<file path="config.mk">
export PLATFORM = sky130hd
export DESIGN_NAME = interrupt_request_router
export DESIGN_NICKNAME = d
export VERILOG_FILES = /design/src/irq_router_pkg.sv /design/src/interrupt_request_router.sv
export SDC_FILE = /design/constraint.sdc
export NUM_CORES = 1
export LEC_CHECK = 0
export ABC_AREA = 1
export BUFFER_PORTS_ARGS = -buffer_cell sky130_fd_sc_hd__buf_2
export CORE_MARGIN = 5
export CORE_UTILIZATION = 25
export DETAILED_ROUTE_END_ITERATION = 10
export GPL_TIMING_DRIVEN = 0
export SLEW_MARGIN = 5
export SYNTH_ARGS = -nofsm -noshare
export SYNTH_HDL_FRONTEND = slang
export SYNTH_SLANG_ARGS = --single-unit
</file>
<file path="constraint.sdc">
create_clock -name sys_clk_in -period 0.8 [get_ports sys_clk_in]
set_input_delay 0.2 -clock sys_clk_in [delete_from_list [all_inputs] [get_ports sys_clk_in]]
set_output_delay 0.2 -clock sys_clk_in [all_outputs]
set_load 0.01 [all_outputs]
</file>
<file path="src/irq_router_pkg.sv">
package irq_router_pkg;

  // ***************************************************************
  // vector layout
  // ***************************************************************
  localparam int NUM_VECTORS      = 24;
  localparam int NUM_PRIO_LEVELS  = 4;
  localparam int PRIO_WIDTH       = 2;
  localparam int NUM_NODES        = 23;
  localparam int VEC_GPT_ONE      = 0;
  localparam int VEC_GPT_TWO      = 1;
  localparam int VEC_MEAS         = 2;
  localparam int VEC_ADC_TEN      = 3;
  localparam int VEC_CCU_BASE     = 4;
  localparam int NUM_CCU_NODES    = 4;
  localparam int VEC_SSC_ONE      = 8;
  localparam int VEC_SSC_TWO      = 9;
  localparam int VEC_SERIAL_ONE   = 10;
  localparam int VEC_SERIAL_TWO   = 11;
  localparam int VEC_EXT_ZERO     = 12;
  localparam int VEC_EXT_ONE      = 13;
  localparam int VEC_WAKEUP       = 14;
  localparam int VEC_DIVIDER      = 15;
  localparam int VEC_RESERVED     = 16;
  localparam int VEC_CHARGE_PUMP  = 17;
  localparam int VEC_BRIDGE       = 18;
  localparam int VEC_HIGH_SIDE    = 19;
  localparam int VEC_CURRENT      = 20;
  localparam int VEC_DIFF         = 21;
  localparam int VEC_MONITOR      = 22;
  localparam int VEC_PORT_TWO     = 23;
  localparam int FAIL_ADDR_WIDTH  = 16;

  // ***************************************************************
  // reset values
  // ***************************************************************
  localparam logic [23:0] VECTORS_RESET  = 24'h000000;
  localparam logic [47:0] PRIO_RESET     = 48'h000000000000;
  localparam logic [15:0] FAIL_ADDR_RESET = 16'h0000;

  // ***************************************************************
  // grouped request carriers
  // ***************************************************************
  typedef struct packed {
    logic receive;
    logic transmit;
    logic error;
  } ssc_req_t;

  typedef struct packed {
    logic receive;
    logic transmit;
  } uart_req_t;

  typedef struct packed {
    logic watchdog_overflow;
    logic meas_clock_watchdog;
    logic pll_lock_loss;
    logic overtemperature;
    logic oscillator_watchdog;
    logic flash_map_error;
    logic ram_ecc_uncorrectable;
    logic flash_ecc_uncorrectable;
    logic supply_prewarning;
    logic stack_overflow;
  } nmi_req_t;

endpackage

</file>
<file path="src/interrupt_request_router.sv">
`timescale 1ns/10ps
// Overview of operation
// - drive 24 vector lines, each with a 2-bit level among 4 priorities
// - accept 23 peripheral node requests and route them onto vectors
// - single-source peripherals get a dedicated vector, except those ored onto vectors 2, 10, 11 and 12
// - vector 10 ors serial one rx/tx, timer 2, lin sync and lin
// - vector 11 ors serial two rx/tx, timer 21 and external irq two
// - vector 12 ors external irq zero and wake-up; 13 is irq one
// - gp timers on 0 and 1, measurement/8-bit/bandgap on 2, adc on 3
// - capture compare nodes 0..3 drive vectors 4..7
// - sync serial rx, tx, error ored: channel one 8, channel two 9
// - wake-up event raises vector 14, divider request raises 15
// - vector 16 never asserts; 17 charge pump, 18 bridge, 19 high side
// - 20 current sense, 21 differential, 22 monitor, 23 analog port
// - watchdog, clock, pll, temperature, oscillator, map errors raise nmi
// - uncorrectable ram or flash ecc error raises nmi
// - flash double-bit error raises nmi and keeps its failing address
// - supply prewarning and stack overflow each raise nmi
module interrupt_request_router #(
  parameter int ADDR_WIDTH = irq_router_pkg::FAIL_ADDR_WIDTH
) (
  input  wire logic                       sys_clk_in,
  input  wire logic                       reset_in,
  input  wire logic                       gp_timer_block_one_in,
  input  wire logic                       gp_timer_block_two_in,
  input  wire logic                       measurement_unit_req_in,
  input  wire logic                       eight_bit_converter_req_in,
  input  wire logic                       bandgap_req_in,
  input  wire logic                       ten_bit_converter_req_in,
  input  wire logic [3:0]                 capture_compare_unit_in,
  input  wire irq_router_pkg::ssc_req_t   sync_serial_one_in,
  input  wire irq_router_pkg::ssc_req_t   sync_serial_two_in,
  input  wire irq_router_pkg::uart_req_t  serial_port_one_in,
  input  wire logic                       timer_two_req_in,
  input  wire logic                       lin_sync_req_in,
  input  wire logic                       lin_req_in,
  input  wire irq_router_pkg::uart_req_t  serial_port_two_in,
  input  wire logic                       timer_twenty_one_req_in,
  input  wire logic                       external_irq_zero_in,
  input  wire logic                       external_irq_one_in,
  input  wire logic                       external_irq_two_in,
  input  wire logic                       wakeup_req_in,
  input  wire logic                       divider_req_in,
  input  wire logic                       charge_pump_req_in,
  input  wire logic                       bridge_driver_req_in,
  input  wire logic                       high_side_switch_req_in,
  input  wire logic                       current_sense_req_in,
  input  wire logic                       differential_unit_req_in,
  input  wire logic                       monitor_input_req_in,
  input  wire logic                       analog_port_req_in,
  input  wire logic [47:0]                vector_priority_in,
  input  wire irq_router_pkg::nmi_req_t   nmi_sources_in,
  input  wire logic [ADDR_WIDTH-1:0]      flash_fail_addr_in,
  output logic [23:0]                     vector_req_out,
  output logic [47:0]                     vector_priority_out,
  output logic                            nmi_req_out,
  output logic [ADDR_WIDTH-1:0]           flash_fail_addr_out,
  output logic                            flash_fail_valid_out
);

  // ***************************************************************
  // state and source tables
  // ***************************************************************
  logic [23:0]           vectors;
  logic [23:0]           next_vectors;
  logic [47:0]           prio;
  logic [47:0]           next_prio;
  logic [23:0][4:0]      line_src;
  logic [9:0]            nmi_terms;
  logic                  nmi;
  logic                  next_nmi;
  logic [ADDR_WIDTH-1:0] fail_addr;
  logic [ADDR_WIDTH-1:0] next_fail_addr;
  logic                  fail_valid;
  logic                  next_fail_valid;

  // ***************************************************************
  // vector gathering
  // ***************************************************************
  // one slot per contributing source; a line is the or of its slots
  always_comb begin
    line_src = {24{5'h00}};
    // levels are only passed through; the core arbitrates among them
    next_prio = vector_priority_in;

    // ***************************************************************
    // timers
    // ***************************************************************
    // each timer block owns its line
    line_src[irq_router_pkg::VEC_GPT_ONE][0] =
      gp_timer_block_one_in;

    line_src[irq_router_pkg::VEC_GPT_TWO][0] =
      gp_timer_block_two_in;

    // ***************************************************************
    // converters
    // ***************************************************************
    line_src[irq_router_pkg::VEC_MEAS][0] =
      measurement_unit_req_in;
    line_src[irq_router_pkg::VEC_MEAS][1] =
      eight_bit_converter_req_in;
    line_src[irq_router_pkg::VEC_MEAS][2] =
      bandgap_req_in;

    line_src[irq_router_pkg::VEC_ADC_TEN][0] =
      ten_bit_converter_req_in;

    // ***************************************************************
    // capture compare
    // ***************************************************************
    // nodes map one to one, no sharing
    for (int i = 0; i < irq_router_pkg::NUM_CCU_NODES; i++) begin
      line_src[irq_router_pkg::VEC_CCU_BASE + i][0] =
        capture_compare_unit_in[i];
    end

    // ***************************************************************
    // synchronous serial channels
    // ***************************************************************
    line_src[irq_router_pkg::VEC_SSC_ONE][0] =
      sync_serial_one_in.receive;
    line_src[irq_router_pkg::VEC_SSC_ONE][1] =
      sync_serial_one_in.transmit;
    line_src[irq_router_pkg::VEC_SSC_ONE][2] =
      sync_serial_one_in.error;

    line_src[irq_router_pkg::VEC_SSC_TWO][0] =
      sync_serial_two_in.receive;
    line_src[irq_router_pkg::VEC_SSC_TWO][1] =
      sync_serial_two_in.transmit;
    line_src[irq_router_pkg::VEC_SSC_TWO][2] =
      sync_serial_two_in.error;

    // ***************************************************************
    // serial ports and their companions
    // ***************************************************************
    // shared line: software polls each source's own flag to tell them apart
    line_src[irq_router_pkg::VEC_SERIAL_ONE][0] =
      serial_port_one_in.receive;
    line_src[irq_router_pkg::VEC_SERIAL_ONE][1] =
      serial_port_one_in.transmit;
    line_src[irq_router_pkg::VEC_SERIAL_ONE][2] =
      timer_two_req_in;
    line_src[irq_router_pkg::VEC_SERIAL_ONE][3] =
      lin_sync_req_in;
    line_src[irq_router_pkg::VEC_SERIAL_ONE][4] =
      lin_req_in;

    line_src[irq_router_pkg::VEC_SERIAL_TWO][0] =
      serial_port_two_in.receive;
    line_src[irq_router_pkg::VEC_SERIAL_TWO][1] =
      serial_port_two_in.transmit;
    line_src[irq_router_pkg::VEC_SERIAL_TWO][2] =
      timer_twenty_one_req_in;
    line_src[irq_router_pkg::VEC_SERIAL_TWO][3] =
      external_irq_two_in;

    // ***************************************************************
    // external requests, wake-up and divider
    // ***************************************************************
    // wake-up also lands on its own line; software sees both
    line_src[irq_router_pkg::VEC_EXT_ZERO][0] =
      external_irq_zero_in;
    line_src[irq_router_pkg::VEC_EXT_ZERO][1] =
      wakeup_req_in;

    line_src[irq_router_pkg::VEC_EXT_ONE][0] =
      external_irq_one_in;

    line_src[irq_router_pkg::VEC_WAKEUP][0] =
      wakeup_req_in;

    line_src[irq_router_pkg::VEC_DIVIDER][0] =
      divider_req_in;

    // ***************************************************************
    // power stage
    // ***************************************************************
    // power stage faults must not wait behind shared lines
    line_src[irq_router_pkg::VEC_CHARGE_PUMP][0] =
      charge_pump_req_in;

    line_src[irq_router_pkg::VEC_BRIDGE][0] =
      bridge_driver_req_in;

    line_src[irq_router_pkg::VEC_HIGH_SIDE][0] =
      high_side_switch_req_in;

    // ***************************************************************
    // analog front end
    // ***************************************************************
    line_src[irq_router_pkg::VEC_CURRENT][0] =
      current_sense_req_in;

    line_src[irq_router_pkg::VEC_DIFF][0] =
      differential_unit_req_in;

    line_src[irq_router_pkg::VEC_MONITOR][0] =
      monitor_input_req_in;

    line_src[irq_router_pkg::VEC_PORT_TWO][0] =
      analog_port_req_in;

    // ***************************************************************
    // line merge
    // ***************************************************************
    for (int v = 0; v < irq_router_pkg::NUM_VECTORS; v++) begin
      next_vectors[v] = |line_src[v];
    end
    // spare line held low so software never sees a phantom vector
    next_vectors[irq_router_pkg::VEC_RESERVED] = 1'b0;
  end

  always_ff @(posedge sys_clk_in) begin
    if (reset_in) begin
      vectors <= irq_router_pkg::VECTORS_RESET;
      prio    <= irq_router_pkg::PRIO_RESET;
    end else begin
      vectors <= next_vectors;
      prio    <= next_prio;
    end
  end

  // ***************************************************************
  // non-maskable merge and failing address capture
  // ***************************************************************
  always_comb begin
    nmi_terms = 10'h000;

    // ***************************************************************
    // clock, watchdog, temperature and map events
    // ***************************************************************
    nmi_terms[0] =
      nmi_sources_in.watchdog_overflow;

    nmi_terms[1] =
      nmi_sources_in.meas_clock_watchdog;

    nmi_terms[2] =
      nmi_sources_in.pll_lock_loss;

    nmi_terms[3] =
      nmi_sources_in.overtemperature;

    nmi_terms[4] =
      nmi_sources_in.oscillator_watchdog;

    nmi_terms[5] =
      nmi_sources_in.flash_map_error;

    // ***************************************************************
    // memory errors
    // ***************************************************************
    // single-bit errors are corrected upstream and never get here
    nmi_terms[6] =
      nmi_sources_in.ram_ecc_uncorrectable;

    nmi_terms[7] =
      nmi_sources_in.flash_ecc_uncorrectable;

    // ***************************************************************
    // supply and stack
    // ***************************************************************
    nmi_terms[8] =
      nmi_sources_in.supply_prewarning;

    nmi_terms[9] =
      nmi_sources_in.stack_overflow;

    next_nmi = |nmi_terms;

    next_fail_addr  = fail_addr;
    next_fail_valid = fail_valid;
    // address of the latest double-bit error wins; older one is lost
    if (nmi_sources_in.flash_ecc_uncorrectable) begin
      next_fail_addr  = flash_fail_addr_in;
      next_fail_valid = 1'b1;
    end
  end

  always_ff @(posedge sys_clk_in) begin
    if (reset_in) begin
      nmi        <= 1'b0;
      fail_addr  <= irq_router_pkg::FAIL_ADDR_RESET[ADDR_WIDTH-1:0];
      fail_valid <= 1'b0;
    end else begin
      nmi        <= next_nmi;
      fail_addr  <= next_fail_addr;
      fail_valid <= next_fail_valid;
    end
  end

  assign vector_req_out       = vectors;
  assign vector_priority_out  = prio;
  assign nmi_req_out          = nmi;
  assign flash_fail_addr_out  = fail_addr;
  assign flash_fail_valid_out = fail_valid;

endmodule // interrupt_request_router

</file>
# Word-level counts from Yosys, hierarchy flattened
# Cells that the tools add are included.
# op_classes
n_reduce_logical	7
# ops
cell	n
10-bit OR reduction	1
3-bit OR reduction	3
5-bit OR reduction	1
4-bit OR reduction	1
2-bit OR reduction	1
# totals
register_bits	90
input_bits	112
wordCells	13

# Depth between registers and ports, before layout
# depth
ltp_word	1
mapped_depth	5

# Worst setup path before layout
# No wires, ideal clock.
# synth_timing
path_kind	input-to-reg
from	in nmi_sources_in[2] (netlist bit)
to	reg fail_addr[15], in the netlist flash_fail_addr_out[15]
arrival_ns	0.618
t_required_ns	0.684
setup_slack_ns	0.066
cell_stages	4
cell_sequence	buf_6 -> buf_6 -> o21ai_0 -> nor2_1
# synth_lines
item	line_no	source
start: declaration	interrupt_request_router.sv:52	input wire irq_router_pkg::nmi_req_t nmi_sources_in,
end signal: assignment	interrupt_request_router.sv:285	fail_addr <= irq_router_pkg::FAIL_ADDR_RESET[ADDR_WIDTH-1:0];
end signal: assignment	interrupt_request_router.sv:289	fail_addr <= next_fail_addr;
end: declaration	interrupt_request_router.sv:72	logic [ADDR_WIDTH-1:0] fail_addr;

# Worst setup path after layout
# layout_timing
from	reg fail_addr[12], in the netlist flash_fail_addr_out[12]
to	out flash_fail_addr_out[12]
# layout_lines
item	line_no	source
end: declaration	interrupt_request_router.sv:57	output logic [ADDR_WIDTH-1:0] flash_fail_addr_out,
# No word-level cell between the ends.

==> results.py <==
metrics = {
    "timing": {
        "setup_violations": 89,
        "final_max_slew_viol_count": 0,
        "fmax_ghz": 0.998,
        "fin_crit_sh": 1.25,
        "finalCriticalPeriod_ns": 1.00,
        "fin_ws_ns": -0.202,
        "hold_violations": 0,
        "finClkSkew_ns": 0,
        "rsz0062_at_grt": "yes",
    },
    "power": {
        "p_per_area_nw_per_um2": 2130,
        "totalPowerFinal_uw": 9470,
        "cellLeakagePower_uw": 0.00247,
        "ir_worst_vdd_v": 0.000980,
    },
    "logic_synthesis": {
        "syn_avg_cell_area_sq_um": 8.70,
        "synth_area_sq_um": 2700,
        "synth_seq_cells": 89,
        "synth_nets": 422,
        "synth.yosys.seq_area_share": 0.661,
        "synth_area_leaders": "dfxtp_1, nor2_1, inv_1, buf_6, o21ai_1",
        "synth_cells": 310,
        "yosysTopAreaCellShare": 0.661,
        "synth_warnings": 0,
        "synth_cell_types": 15,
        "synth_top_cell_by_area": "dfxtp_1",
    },
    "place": {
        "port_buffers": 198,
        "place.gp.congestion": 0.787,
        "dp_cells": 648,
        "post-place-ws_ns": -0.0761,
        "postPlaceCellArea_sq_um": 3860,
        "dp_hpwl_microns": 6160,
    },
    "critical_path": {
        "worstSetupPathType": "register to output port",
        "rrSetupSlack_ns": 0.09,
        "worstPathCellList": "buf_6",
        "startpoint_type": "register",
        "crit_fanout": 2,
        "endpoint_kind": "output port",
        "critPathTopFamily": "flip-flops",
        "critPathBufInv": 1,
        "cpMaxStageDelayCell": "dfxtp_2",
        "required_ns": 0.60,
        "cp.arrival_ns": 0.80,
        "cp_slowest_stage_delay_ns": 0.33,
    },
    "route": {
        "drtIter0Drc": 84,
        "via_count": 2539,
        "drc_errors": 0,
        "wl_per_cell_microns": 11.7,
        "via_per_inst": 3.84,
        "routed_wl_microns": 7750,
        "ant_nets": 0,
        "drt_pass1_iterations": 4,
    },
    "floorplanning": {
        "die_h_microns": 114,
        "core_area_sq_um": 10700,
        "start_util": 0.252,
        "pin_count": 202,
        "die-area_sq_um": 13000,
        "placementRows": 38,
        "die_w_microns": 114,
    },
    "clock_network": {
        "clock_insertion_delay_worst_skew_ns": 0.34,
        "cts_tree": "built",
        "hold_buffers": 0,
        "clock_path_buffers": 2,
        "cts_buffers": 9,
        "cts.sink_count": 89,
        "clkTransAtPathRegs_ns": 0.08,
        "htreeDepth": 3,
        "clock-root-buffer": "clkbuf_8",
    },
    "min_path": {
        "worst_hold_path_type": "primary input to register",
    },
    "grt": {
        "grt_first_pass_wirelength_microns": 11800,
        "grt_max_degree": 14,
        "grt_use_total": 0.119,
        "antenna_found_initial": 0,
        "overflow": 0,
        "first_global_vias": 2640,
    },
    "finish": {
        "num_antenna_cells": 0,
        "nFillCells": 1129,
        "multi_input_area_sq_um": 553,
        "regArea_sq_um": 1840,
        "layout_commonest_cell": "buf_2",
        "layout.nets": 632,
        "drive_gt1_frac": 0.525,
        "fin_area_sq_um": 4440,
        "layout_common_cells": "buf_2, nor2_1, inv_1, buf_6, dfxtp_2",
        "syn_to_final_growth_pct": 64.7,
        "final_cells": 662,
    },
    "job": {
        "maxCapViolCount": 0,
    },
    "outcome": {
        "outcome": "complete, but fails checks",
        "violations": "setup timing",
    },
}
state kept, by name, indices dropped and copies added, names as in the netlist:
| register | cells |
|---|---|
| vector_priority_out | 48 |
| vector_req_out | 23 |
| flash_fail_addr_out | 16 |
| flash_fail_valid_out | 1 |
| nmi_req_out | 1 |
report_power, final:
part | internal (uW) | switching [uW]
logic | 660 | 550
clock network | 2020 | 1420
registers | 4710 | 105
total | 7390 | 2080
per-layer routing:
layer  track usage  vias to the layer above  wire length [microns]
met4        0.0705                        0                    266
met2         0.203                      124                   3880
met5             0                        -                      0
met1         0.117                     1098                   2700
li1              -                     1295                      -
met3        0.0562                       22                    904
worst paths after layout:
check,startpoint,endpoint,depth (start not counted)
worst max-delay path,flash_fail_addr_out[12]$_SDFFE_PP0P_,flash_fail_addr_out[12],1
worst min-delay path,vector_priority_in[42],vector_priority_out[42]$_SDFF_PP0_,3
worst max register to register,flash_fail_addr_out[4]$_SDFFE_PP0P_,flash_fail_addr_out[4]$_SDFFE_PP0P_,3
worst min register to register,flash_fail_valid_out$_SDFFE_PP0P_,flash_fail_valid_out$_SDFFE_PP0P_,2
synthesized netlist by cell type, drive strengths merged:
cell and count:
nor3 3, nand3 1, nor2 115, nand2 2, a21oi 1, o21ai 17
inv 68, dfxtp 89, conb 1, buf 13
repair_timing:
item,4_1_cts,5_1_grt
setup endpoints to repair,89,89
pin swaps,0,0
buffers inserted,1,0
resized for setup,55,40
stage by stage:
stage          utilization  hold slack [ns]  setup TNS (ns)
2_1_floorplan            -            0.307               0
6_report             0.415           0.0382          -16.32
5_1_grt              0.415           0.0142          -21.15
3_5_place_dp         0.361            0.408          -0.571
3_3_place_gp         0.361            0.400          -0.488
4_1_cts              0.401          0.00383          -20.28
cell type report:
| type | count | share of cell area |
|---|---|---|
| Buffer | 13 | 0.0223 |
| Clock buffer | 9 | 0.0279 |
| Clock inverter | 4 | 0.0214 |
| Inverter | 68 | 0.0592 |
| Multi-Input combinational cell | 140 | 0.125 |
| Sequential cell | 89 | 0.414 |
| Tap cell | 140 | 0.0394 |
| Timing Repair Buffer | 199 | 0.291 |
cells by family after synthesis:
family | synth area share
AOI/OAI and AO/OA | 0.0334
buffers and inverters | 0.134
DFF | 0.661
and+or+nand+nor | 0.170
other | 0.00139
Note: power is estimated with default switching activity, not from simulation.
